--- config.mk ---
export PLATFORM = sky130hd
export DESIGN_NAME = scr_config_regs
export DESIGN_NICKNAME = d
export VERILOG_FILES = /design/src/scr_pkg.sv /design/src/scr_delay_map.sv /design/src/scr_config_regs.sv
export SDC_FILE = /design/constraint.sdc
export NUM_CORES = 1
export LEC_CHECK = 0
export BUFFER_PORTS_ARGS = -buffer_cell sky130_fd_sc_hd__buf_2
export CAP_MARGIN = 20
export CORE_MARGIN = 3
export CORE_UTILIZATION = 44
export DETAILED_ROUTE_END_ITERATION = 10
export GPL_ROUTABILITY_DRIVEN = 1
export GPL_TIMING_DRIVEN = 0
export HOLD_SLACK_MARGIN = 0.12
export PLACE_DENSITY = 0.9
export SKIP_CTS_REPAIR_TIMING = 1
export SYNTH_ARGS = -nofsm -noshare
export SYNTH_HDL_FRONTEND = slang
export SYNTH_SLANG_ARGS = --single-unit
--- constraint.sdc ---
create_clock -name aclk -period 3.4 [get_ports aclk]
set_clock_uncertainty 0.1 [all_clocks]
set_input_delay 0 -clock aclk [delete_from_list [all_inputs] [get_ports aclk]]
set_output_delay 0 -clock aclk [all_outputs]
set_load 0.02 [all_outputs]
--- src/scr_pkg.sv ---
// Package: register map, field layout, reset values and decoded types for the config bank
package scr_pkg;
	// Register indices (printed offsets are not multiples of four)
	localparam logic [7:0] RSVD_FIRST_IDX = 8'h08;
	localparam logic [7:0] RSVD_LAST_IDX = 8'h0A;
	localparam logic [7:0] ANALOG_CONFIG_IDX = 8'h0B;
	localparam logic [7:0] DIGITAL_CONFIG_IDX = 8'h0C;
	localparam int unsigned ADDR_W = 8;
	localparam int unsigned ADDR_LSB = 2;

	// Reset values
	localparam logic [7:0] RSVD_VALUE = 8'h00;
	localparam logic [7:0] ANALOG_CONFIG_RST = 8'h60;
	localparam logic [7:0] DIGITAL_CONFIG_RST = 8'h3C;

	// Analog config fields
	localparam int unsigned A_PUMP_BIT = 7;
	localparam int unsigned A_HIRES_BIT = 6;
	localparam int unsigned A_KEEP1_BIT = 5;
	localparam int unsigned A_REFLVL_BIT = 4;
	localparam int unsigned A_INTREF_BIT = 3;
	localparam int unsigned A_THR_LSB = 0;
	localparam int unsigned A_THR_W = 3;

	// Digital config fields
	localparam int unsigned D_WDOG_BIT = 7;
	localparam int unsigned D_CRCALL_BIT = 6;
	localparam int unsigned D_DONE_LSB = 4;
	localparam int unsigned D_FLOAT_LSB = 2;
	localparam int unsigned D_DLY_W = 2;
	localparam int unsigned D_FIXED_BIT = 1;
	localparam int unsigned D_CRCEN_BIT = 0;

	// Delay codes pick a least time in ns; cycles derived at 100 MHz
	localparam int unsigned CLK_PERIOD_NS = 10;
	localparam int unsigned DLY_BASE_NS = 6;
	localparam int unsigned DLY_STEP_NS = 2;

	// Comparator thresholds, in tenths of a percent
	localparam int unsigned THR_PERMIL_HI [8] = '{950, 925, 900, 875, 850, 800, 750, 700};

	// Fixed frame sizes
	localparam int unsigned FIXED_WORDS_4CH = 6;
	localparam int unsigned FIXED_WORDS_2CH = 4;

	localparam logic [1:0] RESP_OKAY = 2'b00;
	localparam logic [1:0] RESP_SLVERR = 2'b10;

	typedef struct packed {
		logic neg_pump_enable;
		logic high_res_select;
		logic ref_level_select;
		logic internal_ref_select;
		logic [2:0] fault_comparator_threshold;
		logic low_thr_from_pump;
		logic [9:0] high_thr_permil;
		logic [9:0] low_thr_permil;
	} scr_analog_s;

	typedef struct packed {
		logic watchdog_enable;
		logic crc_all_bits;
		logic [1:0] done_delay;
		logic [1:0] output_float_delay;
		logic [3:0] done_delay_cycles;
		logic [3:0] float_delay_cycles;
		logic fixed_frame;
		logic crc_enable;
		logic [3:0] fixed_frame_words;
	} scr_digital_s;
endpackage

--- src/scr_delay_map.sv ---
// Delay code to least-cycle count converter
`timescale 1ns/1ps
`default_nettype none
module scr_delay_map (
	input wire logic [1:0] code,
	output logic [3:0] ns,
	output logic [3:0] cycles
);
	wire [31:0] ns_full;
	wire [31:0] cyc_full;
	assign ns_full = scr_pkg::DLY_BASE_NS + scr_pkg::DLY_STEP_NS * 32'(code);
	// Least time: round up, never below one cycle
	assign cyc_full = (ns_full + scr_pkg::CLK_PERIOD_NS - 1) / scr_pkg::CLK_PERIOD_NS;
	assign ns = ns_full[3:0];
	assign cycles = (cyc_full == 32'h0000_0000) ? 4'h1 : cyc_full[3:0];
endmodule
`default_nettype wire

--- src/scr_config_regs.sv ---
// AXI4-Lite system configuration bank: reserved words, analog and digital config
// Operation
// - Indices 08h-0Ah are reserved, read only, always read zero.
// - Analog config at index 0Bh resets to 60h.
// - Analog bit 7 enables negative charge pump; clear powers it down.
// - Analog bit 6: 0 low-power, 1 high-resolution; resets to 1.
// - Analog bit 4 picks internal positive reference level: 2.442 V or 4.0 V.
// - Analog bit 3: 0 external reference, 1 internal reference to buffer.
// - Bits 2:0 map comparator thresholds 95/5 down to 70/30 percent.
// - Pump off: rails reference thresholds; pump on: low uses pump output.
// - Digital config at index 0Ch resets to 3Ch.
// - Digital bit 7 enables watchdog counter; resets disabled.
// - Digital bit 6: CRC over device words only, or whole frame.
// - Bits 5:4 pick least done delay 6, 8, 10, 12 ns; reset 11.
// - Bits 3:2 pick least output float delay 6 to 12 ns; reset 11.
// - Bit 1 fixes frame words: six or four, else varies with enables.
// - Bit 0 adds CRC word to input and output frames; reset off.
// - With CRC on, commands failing CRC are ignored; host supplies CRC. cmd_reject is formed here but never output.
//
// The AXI4-Lite interface to the registers was chosen for this implementation.
`timescale 1ns/1ps
`default_nettype none
module scr_config_regs #(
	parameter bit FOUR_CHANNEL = 1'b1
) (
	input wire logic aclk,
	input wire logic aresetn,
	input wire logic [7:0] s_axi_awaddr,
	input wire logic [2:0] s_axi_awprot,
	input wire logic s_axi_awvalid,
	output logic s_axi_awready,
	input wire logic [31:0] s_axi_wdata,
	input wire logic [3:0] s_axi_wstrb,
	input wire logic s_axi_wvalid,
	output logic s_axi_wready,
	output logic [1:0] s_axi_bresp,
	output logic s_axi_bvalid,
	input wire logic s_axi_bready,
	input wire logic [7:0] s_axi_araddr,
	input wire logic [2:0] s_axi_arprot,
	input wire logic s_axi_arvalid,
	output logic s_axi_arready,
	output logic [31:0] s_axi_rdata,
	output logic [1:0] s_axi_rresp,
	output logic s_axi_rvalid,
	input wire logic s_axi_rready,
	input wire logic cmd_crc_fail,
	output scr_pkg::scr_analog_s analog_out,
	output scr_pkg::scr_digital_s digital_out
);
	typedef enum logic [1:0] {
		SCR_IDLE = 2'b00,
		SCR_RESP = 2'b01
	} scr_wstate_e;

	// Register index from a byte address, or 8'hFF if not word aligned
	function automatic logic [7:0] scr_index(input logic [7:0] addr);
		scr_index = (addr[1:0] == 2'b00) ? {2'b00, addr[7:2]} : 8'hFF;
	endfunction

	function automatic logic scr_mapped(input logic [7:0] idx);
		scr_mapped = (idx >= scr_pkg::RSVD_FIRST_IDX) && (idx <= scr_pkg::DIGITAL_CONFIG_IDX);
	endfunction

	logic [7:0] analog_q;
	logic [7:0] analog_d;
	logic [7:0] digital_q;
	logic [7:0] digital_d;
	logic [7:0] awaddr_q;
	logic aw_have_q;
	logic [7:0] wdata_q;
	logic w_strb0_q;
	logic w_have_q;
	scr_wstate_e wstate_q;
	logic [1:0] bresp_q;
	logic [31:0] rdata_q;
	logic [1:0] rresp_q;
	logic rvalid_q;

	wire aw_take = s_axi_awvalid && !aw_have_q && (wstate_q == SCR_IDLE);
	wire w_take = s_axi_wvalid && !w_have_q && (wstate_q == SCR_IDLE);
	wire ar_take = s_axi_arvalid && !rvalid_q;
	wire [7:0] aw_cur = aw_take ? s_axi_awaddr : awaddr_q;
	wire [7:0] w_cur = w_take ? s_axi_wdata[7:0] : wdata_q;
	wire strb_cur = w_take ? s_axi_wstrb[0] : w_strb0_q;
	wire aw_ok = aw_take || aw_have_q;
	wire w_ok = w_take || w_have_q;
	wire do_write = aw_ok && w_ok && (wstate_q == SCR_IDLE);
	wire [7:0] widx = scr_index(aw_cur);
	wire [7:0] ridx = scr_index(s_axi_araddr);
	wire wr_mapped = scr_mapped(widx);
	// Byte lane 0 carries the whole 8-bit register
	wire wr_analog = do_write && strb_cur && (widx == scr_pkg::ANALOG_CONFIG_IDX);
	wire wr_digital = do_write && strb_cur && (widx == scr_pkg::DIGITAL_CONFIG_IDX);

	wire [7:0] rd_byte = (ridx == scr_pkg::ANALOG_CONFIG_IDX) ? analog_q :
		(ridx == scr_pkg::DIGITAL_CONFIG_IDX) ? digital_q : scr_pkg::RSVD_VALUE;
	wire rd_mapped = scr_mapped(ridx);

	assign analog_d = wr_analog ? w_cur : analog_q;
	assign digital_d = wr_digital ? w_cur : digital_q;

	assign s_axi_awready = (wstate_q == SCR_IDLE) && !aw_have_q;
	assign s_axi_wready = (wstate_q == SCR_IDLE) && !w_have_q;
	assign s_axi_bvalid = (wstate_q == SCR_RESP);
	assign s_axi_bresp = bresp_q;
	assign s_axi_arready = !rvalid_q;
	assign s_axi_rvalid = rvalid_q;
	assign s_axi_rdata = rdata_q;
	assign s_axi_rresp = rresp_q;

	always_ff @(posedge aclk)
	begin
		if (!aresetn)
		begin
			analog_q <= scr_pkg::ANALOG_CONFIG_RST;
			digital_q <= scr_pkg::DIGITAL_CONFIG_RST;
		end
		else
		begin
			analog_q <= analog_d;
			digital_q <= digital_d;
		end
	end

	always_ff @(posedge aclk)
	begin
		if (!aresetn)
		begin
			aw_have_q <= 1'b0;
			w_have_q <= 1'b0;
			awaddr_q <= 8'h00;
			wdata_q <= 8'h00;
			w_strb0_q <= 1'b0;
			wstate_q <= SCR_IDLE;
			bresp_q <= scr_pkg::RESP_OKAY;
		end
		else
		begin
			case (wstate_q)
				SCR_IDLE:
				begin
					if (do_write)
					begin
						aw_have_q <= 1'b0;
						w_have_q <= 1'b0;
						wstate_q <= SCR_RESP;
						bresp_q <= wr_mapped ? scr_pkg::RESP_OKAY : scr_pkg::RESP_SLVERR;
					end
					else
					begin
						if (aw_take)
						begin
							aw_have_q <= 1'b1;
							awaddr_q <= s_axi_awaddr;
						end
						if (w_take)
						begin
							w_have_q <= 1'b1;
							wdata_q <= s_axi_wdata[7:0];
							w_strb0_q <= s_axi_wstrb[0];
						end
					end
				end
				SCR_RESP:
				begin
					if (s_axi_bready)
					begin
						wstate_q <= SCR_IDLE;
					end
				end
				default:
				begin
					wstate_q <= SCR_IDLE;
				end
			endcase
		end
	end

	always_ff @(posedge aclk)
	begin
		if (!aresetn)
		begin
			rvalid_q <= 1'b0;
			rdata_q <= 32'h0000_0000;
			rresp_q <= scr_pkg::RESP_OKAY;
		end
		else if (ar_take)
		begin
			rvalid_q <= 1'b1;
			rdata_q <= {24'h00_0000, rd_byte};
			rresp_q <= rd_mapped ? scr_pkg::RESP_OKAY : scr_pkg::RESP_SLVERR;
		end
		else if (s_axi_rready)
		begin
			rvalid_q <= 1'b0;
		end
	end

	// Decoded analog controls, driven from the register flops
	wire [2:0] thr_code = analog_q[scr_pkg::A_THR_LSB +: scr_pkg::A_THR_W];
	wire [31:0] thr_hi_full = scr_pkg::THR_PERMIL_HI[thr_code];
	always_comb
	begin
		analog_out.neg_pump_enable = analog_q[scr_pkg::A_PUMP_BIT];
		analog_out.high_res_select = analog_q[scr_pkg::A_HIRES_BIT];
		analog_out.ref_level_select = analog_q[scr_pkg::A_REFLVL_BIT];
		analog_out.internal_ref_select = analog_q[scr_pkg::A_INTREF_BIT];
		analog_out.fault_comparator_threshold = thr_code;
		analog_out.high_thr_permil = thr_hi_full[9:0];
		analog_out.low_thr_permil = 10'(32'd1000 - thr_hi_full);
		analog_out.low_thr_from_pump = analog_q[scr_pkg::A_PUMP_BIT];
	end

	logic [3:0] done_cyc;
	logic [3:0] float_cyc;
	scr_delay_map u_done_map (
		.code(digital_q[scr_pkg::D_DONE_LSB +: scr_pkg::D_DLY_W]),
		.ns(),
		.cycles(done_cyc)
	);
	scr_delay_map u_float_map (
		.code(digital_q[scr_pkg::D_FLOAT_LSB +: scr_pkg::D_DLY_W]),
		.ns(),
		.cycles(float_cyc)
	);

	always_comb
	begin
		digital_out.watchdog_enable = digital_q[scr_pkg::D_WDOG_BIT];
		digital_out.crc_all_bits = digital_q[scr_pkg::D_CRCALL_BIT];
		digital_out.done_delay = digital_q[scr_pkg::D_DONE_LSB +: scr_pkg::D_DLY_W];
		digital_out.output_float_delay = digital_q[scr_pkg::D_FLOAT_LSB +: scr_pkg::D_DLY_W];
		digital_out.done_delay_cycles = done_cyc;
		digital_out.float_delay_cycles = float_cyc;
		digital_out.fixed_frame = digital_q[scr_pkg::D_FIXED_BIT];
		digital_out.fixed_frame_words = FOUR_CHANNEL ? 4'(scr_pkg::FIXED_WORDS_4CH)
			: 4'(scr_pkg::FIXED_WORDS_2CH);
		// CRC word enable; qualifies crc fail input below
		digital_out.crc_enable = digital_q[scr_pkg::D_CRCEN_BIT];
	end

	// Not brought out of the bank; only feeds unused_ok
	// reject bad CRC
	wire cmd_reject = digital_q[scr_pkg::D_CRCEN_BIT] && cmd_crc_fail;
	wire unused_ok = &{1'b0, s_axi_awprot, s_axi_arprot, s_axi_wdata[31:8], s_axi_wstrb[3:1],
		cmd_reject};
endmodule
`default_nettype wire

==> reports/qor.txt, run 1 <==
P&R area growth vs syn - 38.6%
MaxCap Viol Count - 0
Top Ports - 155
Min Tclk post-route - 2670 ps
Peak supply drop - 0.000274 V
Synth cell types - 41
GRT overflow - 0
Period utilization - 78.5%
Initial antenna violation count - 0
Max clock buf depth - 2
Worst hold slack - 135 ps
Drt pass-1 iters - 4
Initial core utilization - 46.8%
WP data arrival - 2770 ps
Actual slew at the worst max-slew pin - 761 ps
Final #Nets - 516
Hold Violations, Final - 0
DR iter-0 viols - 114
Share of layout cells above drive strength 1 - 34.1%
Half-perimeter wire length after placement - 5000 um
Worst-path maximum fanout - 10
Setup crit start - wstate_q[0]
H-tree depth - 2
Critical Path RT - 3500 ps
Setup_tns - 0 ps
Routability cong. - 0.794
Root buffer cell - clkbuf_8
Synthesized area - 2640 um^2
Setup ws final - 730 ps
# clock sinks - 47
P per Cell Area - 377 nW/um^2
# setup viols final - 0
YS warnings - 0
Sequential element share of the synthesized area - 35.6%
CP Capture Type - flip-flop
Register-to-Register Path Depth - 7
Largest net degree at the start of global routing - 16
RSZ-0062 raised after global routing - no
Run status - completed
# rows - 27
First-pass GRT wire length - 10600 um
P_leak - 0.00172 uW
Core footprint - 5640 um^2
WL/cell - 13.2 um
Drt drc - 0
Total die area - 6970 um^2
Syn avg cell area - 8.86 um^2
All-layer global routing usage - 18.3%
Endpoint, Worst Hold - s_axi_bresp[1]
Highest Clock Rate - 375 MHz
Final WL - 6890 um
Critical R2R Launch - wstate_q[0]
Fin. max-slew vios - 0
Min-Delay Path Class - input port to flip-flop
Clk_lat worst skew - 310 ps
Vias in the first global route - 2239
Worst Setup Start Kind - flip-flop
Clock transition at path regs - 90 ps
Mapped Cells - 298
Number of vias per cell - 4.77
Yosys reg bits - 47
Setup Slack @ Placement - 826 ps
Routed Antenna Nets - 0
Relative slew slack - 48.8%
Worst R2R End - analog_q[6]
Antenna diodes - 0
R2R Setup Slk - 730 ps
Fillers - 436
Worst min-delay path startpoint - s_axi_wvalid
Die height - 83.5 um
Die width - 83.5 um
TritonCTS clock tree - built
Worst Hold Depth - 4
Port Buffers - 84
Critical path class - flip-flop to flip-flop
CTS Buf Count - 5
DR vias - 2487
[stage by stage]
stage	utilization (%)	total power, uW	instances	area [um^2]
after CTS	60.6	1360	497	3420
after global placement	58.1	867	488	3280
after detailed placement	58.2	874	489	3280
after floorplan	-	812	332	2770
final	64.9	1380	521	3660
after global routing	64.9	1440	521	3660
[report_power, final]
| part | switching [uW] | internal [uW] |
|---|---|---|
| Sequential | 17.1 | 577 |
| Combinational | 168 | 131 |
| Clock | 195 | 293 |
| Total | 381 | 1000 |
[state kept, by name, summed over array words and instances, names as in the netlist, 8 cells and up]
register and count:
awaddr_q 8, analog_q 8, wdata_q 8, s_axi_rdata 8
digital_q 8
[cell usage in the layout, fill, tap and decap left out, types with 4 or more instances in the layout]
cell type,instances
a2bb2oi_1,8
nor4_1,4
mux2_2,4
dlygate4sd3_1,24
clkbuf_8,5
clkbuf_1,9
a22oi_1,8
mux2i_1,33
buf_2,85
a21oi_1,7
nand2_1,21
conb_1,36
dfxtp_1,47
a211oi_1,10
nand2b_1,7
nor2_1,44
nand3_1,4
inv_1,6
buf_4,46
[layout make-up]
class | count | area [um^2] | share of cell area [%]
sequential | 47 | 941 | 25.7
clock buffer | 5 | 68.8 | 1.88
multi-input combinational | 219 | 1390 | 38.0
tap | 72 | 90.1 | 2.46
clock inverter | 3 | 67.6 | 1.85
timing repair buffer | 109 | 666 | 18.2
buffer | 59 | 409 | 11.2
inverter | 7 | 26.3 | 0.718
[critical path: stages, from the launching register on]
cell,delay [ps]
dfxtp_1,330
buf_6,140
nor3b_4,410
nand4_4,180
a2111oi_4,650
and3_1,280
buf_6,160
mux2_4,300
[how the worst max path moves through the flow]
stage / cells past startpoint / endpoint / slack (ps)
after floorplan: 7 / analog_q[6] / 950
after global placement: 7 / analog_q[6] / 840
after detailed placement: 7 / analog_q[6] / 830
after CTS: 7 / analog_q[6] / 790
after global routing: 7 / analog_q[6] / 560
final: 7 / analog_q[6] / 730
[cell usage after synthesis]
cell / n / area (um^2)
o21bai_1: 1 / 7.51
mux2_2: 4 / 45.0
buf_6: 2 / 22.5
buf_1: 2 / 7.51
and2b_2: 1 / 8.76
or3b_2: 1 / 8.76
xnor2_1: 3 / 26.3
a2bb2oi_1: 8 / 70.1
nor3_1: 2 / 10.0
a31oi_1: 1 / 6.26
nand2_1: 21 / 78.8
nand2b_1: 7 / 43.8
nand3_1: 4 / 20.0
a311oi_1: 1 / 8.76
a2111oi_4: 1 / 27.5
dfxtp_1: 47 / 941
nor3b_4: 1 / 18.8
o21ai_0: 3 / 15.0
inv_1: 6 / 22.5
ha_1: 2 / 25.0
nor2b_1: 3 / 18.8
a22oi_1: 8 / 60.1
nor4_1: 4 / 25.0
and3_1: 1 / 6.26
nand4_4: 1 / 21.3
mux2_4: 1 / 15.0
a21oi_1: 7 / 35.0
nor3b_2: 1 / 12.5
a211oi_1: 10 / 75.1
nor2_1: 44 / 165
mux2i_1: 33 / 330
or4_1: 1 / 7.51
xor2_1: 2 / 17.5
clkinv_1: 1 / 3.75
a41oi_1: 3 / 26.3
buf_4: 46 / 345
conb_1: 2 / 7.51
o22ai_1: 1 / 6.26
clkbuf_1: 9 / 33.8
and2_1: 1 / 6.26
and2_2: 1 / 7.51
[metal layers]
metal | global-route usage [%] | vias up | routed length (um)
li1 | - | 1243 | -
met1 | 21.6 | 1121 | 2790
met2 | 31.2 | 110 | 3380
met3 | 6.71 | 13 | 566
met4 | 5.12 | 0 | 148
met5 | 0 | - | 0
[kinds of logic after synthesis]
| group | share of synthesized area (%) |
|---|---|
| AO/OA/AOI/OAI | 12.8 |
| XOR/XNOR | 1.66 |
| adder cells (fa/ha/maj) | 0.948 |
| buffers and inverters | 16.5 |
| flip-flops | 35.6 |
| multiplexers | 14.8 |
| other | 0.284 |
| AND/OR/NAND/NOR | 17.4 |
Power figures use the tool's default switching activity.
==> run 2, diff against run 1 <==
- CORE_UTILIZATION: 44 -> 40
- PLACE_DENSITY: 0.9 -> 0.86
- clock period: 3.4 -> 2.2 ns (I/O delays scaled with it)
==> run 2 against run 1 <==
- maximum frequency increased by 26%
- final cell count increased by 1.7%
- critical path depth unchanged
- clock power increased by 36%
- worst hold slack got worse by 66 ps
- global-route usage decreased by 1.0 points
- sequential share of layout area decreased by 0.33 points
- critical path type unchanged
- largest cell class unchanged
==> reports/qor.txt, run 2 (same netlist as run 1, synthesis figures left out) <==
Total die area - 7610 um^2
Critical-path cell list - nor3b_4 > buf_6 > nand4_4 > a2111oi_4 > and3_1 > buf_6 > mux2_4
Min Tclk post-route - 2120 ps
Drt drc - 0
Worst Setup Start Kind - flip-flop
Worst Path Buf+Inv - 2
Hold Violations, Final - 0
Final WL - 7170 um
Largest delay share family, worst path - simple AND/OR/NAND/NOR gates
CTS Buf Count - 5
Critical path class - flip-flop to flip-flop
P_leak - 0.00176 uW
TritonCTS clock tree - built
Die width - 87.2 um
Post-Route Utilization - 60.8%
Worst hold slack - 69.7 ps
MaxCap Viol Count - 0
Min-Delay Path Class - input port to flip-flop
Most common cell after layout, fill and taps aside - buf_2
Routability cong. - 0.848
GRT overflow - 0
Vias in the first global route - 2212
WL/cell - 13.5 um
Power, Total - 2040 uW
DR vias - 2553
Post-route cell area - 3750 um^2
Actual slew at the worst max-slew pin - 662 ps
H-tree depth - 2
Worst path slowest cell - a2111oi_4
First-pass GRT wire length - 10500 um
DR iter-0 viols - 147
Worst-path maximum fanout - 11
Routed Antenna Nets - 0
Die height - 87.2 um
Critical Path RT - 2300 ps
Final #Nets - 522
CP peak stage delay - 410 ps
Period utilization - 96.5%
Clock transition at path regs - 90 ps
P per Cell Area - 544 nW/um^2
WP data arrival - 2220 ps
# clock sinks - 47
Switching share of power - 29.5%
Peak supply drop - 0.000456 V
Run status - completed
Number of vias per cell - 4.82
All-layer global routing usage - 17.3%
Cell Area, Placed - 3290 um^2
Clock share of power - 32.5%
Reg power frac - 45.2%
Core footprint - 6170 um^2
Top Ports - 155
Max clock buf depth - 2
CP Capture Type - flip-flop
Highest Clock Rate - 471 MHz
Antenna diodes - 0
Fin. max-slew vios - 0
Drt pass-1 iters - 4
Int Pwr - 1440 uW
# rows - 28
Most frequent CP cell - buf_6
Share of layout cells above drive strength 1 - 37.1%
Comb power frac - 22.3%
Clk_lat worst skew - 310 ps
Commonest non-fill, non-tap cells in the layout - buf_2, buf_4, dfxtp_1
Net Sw Power - 602 uW
Root buffer cell - clkbuf_8
# setup viols final - 0
Initial antenna violation count - 0
Port Buffers - 84
Largest net degree at the start of global routing - 17
P&R area growth vs syn - 42.1%
Half-perimeter wire length after placement - 5340 um
Relative slew slack - 55.5%
Initial core utilization - 42.8%
[run 2: metal layers]
layer / part of all wire (%) / track usage (%) / up-vias
met1: 42 / 21.3 / 1173
met2: 49 / 30.3 / 107
met4: 1.6 / 3.77 / 0
li1: - / - / 1261
met5: 0 / 0 / -
met3: 7.4 / 4.35 / 12
[run 2: cell type report]
class                   count  area, um^2
plain buffers              58         400
clock buffers               5        68.8
clock inverters             3        47.5
fillers                   514        2410
inverters                   7        26.3
multi-input cells         219        1420
flip-flops and latches     47         952
well taps                  75        93.8
repair buffers            116         739
[run 2: through the flow]
stage                     TNS [ps]  cells  setup WS [ps]
final                            0    530           77.0
after global routing          -104    530          -33.6
after CTS                    -2080    500           -311
after detailed placement     -1440    492           -284
after global placement        -914    491           -251
after floorplan               -111    332           -111
[run 2: path summary, 6_finish.rpt]
path                         from        endpoint  slack (ps)  depth (start not counted)
hold reg to reg    s_axi_rdata[0]  s_axi_rdata[0]         390                          2
setup reg to reg      wstate_q[0]     analog_q[6]          80                          7
setup / recovery      wstate_q[0]     analog_q[6]          80                          7
hold / removal    s_axi_araddr[2]  s_axi_rresp[1]          70                          4
[run 2: worst reg2reg max path, cell delays in order (launching register included)]
cell and delay (ps):
dfxtp_4 400, nor3b_4 210, buf_6 160, nand4_4 90, a2111oi_4 410, and3_1 220, buf_6 130, mux2_4 300
[run 2: power by group through the flow]
stage	clock [uW]	sequential [uW]	combinational, uW
floorplan	0	940	314
global placement	0	934	408
detailed placement	0	937	418
CTS	668	918	420
global route	703	929	499
finish	662	922	456
==> run 3, diff against run 2 <==
- CORE_UTILIZATION: 40 -> 47
- PLACE_DENSITY: 0.86 -> 0.94
- clock period: 2.2 -> 2.5 ns (I/O delays scaled with it)
==> run 3 against run 2 <==
- maximum frequency shrank 11%
- worst setup slack gained 32 ps
- utilization rose by 7.6 points
- total power fell by 19%
- non-clock buffer count down 6
- critical path type unchanged
- largest power group unchanged
- first-iteration DRC count rose by 16%
==> reports/qor.txt, run 3 (same netlist as run 1, synthesis figures left out) <==
Clk_lat worst skew - 310 ps
Core footprint - 5270 um^2
Critical path class - flip-flop to flip-flop
GRT overflow - 0
Final #Nets - 516
Worst-path maximum fanout - 10
Routed Antenna Nets - 0
P per Cell Area - 460 nW/um^2
Fillers - 406
Period utilization - 95.6%
Drt drc - 0
Port Buffers - 84
Root buffer cell - clkbuf_8
Initial core utilization - 50.1%
MaxCap Viol Count - 0
# clock sinks - 47
Critical Path RT - 2590 ps
Commonest non-fill, non-tap cells in the layout - buf_2, buf_4, dfxtp_1
Most common cell after layout, fill and taps aside - buf_2
Die height - 80.9 um
Vias in the first global route - 2272
Initial antenna violation count - 0
CTS Buf Count - 5
Cell Area, Placed - 3280 um^2
# rows - 26
Power, Total - 1660 uW
Min Tclk post-route - 2390 ps
Total die area - 6550 um^2
Die width - 80.9 um
DR iter-0 viols - 170
Final WL - 7120 um
TritonCTS clock tree - built
Worst path slowest cell - a2111oi_4
Setup_tns - 0 ps
H-tree depth - 2
Fin. max-slew vios - 0
All-layer global routing usage - 20.3%
Run status - completed
Highest Clock Rate - 418 MHz
Antenna diodes - 0
Placed cell count - 487
Actual slew at the worst max-slew pin - 556 ps
Max clock buf depth - 2
Routability cong. - 0.815
DR vias - 2539
First-pass GRT wire length - 10400 um
Relative slew slack - 62.9%
CP peak stage delay - 420 ps
Half-perimeter wire length after placement - 5340 um
Post-route cell area - 3600 um^2
WP data arrival - 2480 ps
P&R area growth vs syn - 36.5%
Post-Route Utilization - 68.4%
Drt pass-1 iters - 4
Worst Path Buf+Inv - 2
Share of layout cells above drive strength 1 - 34.5%
P_leak - 0.00170 uW
Top Ports - 155
Peak supply drop - 0.000464 V
# setup viols final - 0
Hold Violations, Final - 0
Largest net degree at the start of global routing - 15
Worst Setup Start Kind - flip-flop
WL/cell - 13.7 um
Number of vias per cell - 4.89
RSZ-0062 raised after global routing - no
Largest delay share family, worst path - simple AND/OR/NAND/NOR gates
CP Capture Type - flip-flop
Critical-path cell list - buf_6 > nor3b_4 > nand4_4 > a2111oi_4 > and3_1 > buf_6 > mux2_4
Clock transition at path regs - 80 ps
Cell Count, Final, Fillers Out - 519
Min-Delay Path Class - input port to flip-flop
Most frequent CP cell - buf_6
==> run 3: cell type report <==
| class | instances | area [um^2] | area share (%) |
|---|---|---|---|
| timing repair buffer | 109 | 661 | 18.3 |
| sequential | 47 | 941 | 26.1 |
| multi-input combinational | 219 | 1400 | 38.7 |
| clock inverter | 2 | 12.5 | 0.347 |
| tap | 70 | 87.6 | 2.43 |
| buffer | 59 | 409 | 11.4 |
| inverter | 7 | 26.3 | 0.729 |
| clock buffer | 6 | 72.6 | 2.01 |
==> run 3: worst paths after layout <==
kind / endpoint / slack, ps / start / depth (start not counted)
worst max register to register: analog_q[6] / 110 / wstate_q[0] / 7
worst min register to register: s_axi_rvalid / 390 / s_axi_rvalid / 2
worst max-delay path: analog_q[6] / 110 / wstate_q[0] / 7
worst min-delay path: digital_q[2] / 60 / s_axi_wdata[2] / 3
==> run 3: routing by layer <==
| metal | share of wire [%] | track usage (%) | vias to the layer above | wire length (um) |
|---|---|---|---|---|
| li1 | - | - | 1244 | - |
| met1 | 39 | 23.5 | 1153 | 2800 |
| met2 | 50 | 35.2 | 128 | 3520 |
| met3 | 9.2 | 5.32 | 14 | 657 |
| met4 | 1.9 | 8.45 | 0 | 136 |
| met5 | 0 | 0 | - | 0 |
==> run 3: stage by stage <==
step,worst slack (ps),hold WS (ps)
2_1_floorplan,53.8,3.78
3_3_place_gp,-58.0,91.1
3_5_place_dp,-112,106
4_1_cts,-140,-220
5_1_grt,18.3,119
6_report,109,64.9
==> run 3: worst reg2reg max path: stages, from the launching register on <==
cell       delay [ps]
dfxtp_1           330
buf_6             140
nor3b_4           410
nand4_4           180
a2111oi_4         420
and3_1            240
buf_6             160
mux2_4            300
==> run 3: report_power, final <==
group | total, uW | leakage (uW) | internal, uW | switching, uW
Combinational | 404 | 0.00128 | 175 | 229
Clock | 448 | 0.0000412 | 196 | 252
Sequential | 808 | 0.000383 | 784 | 23.5
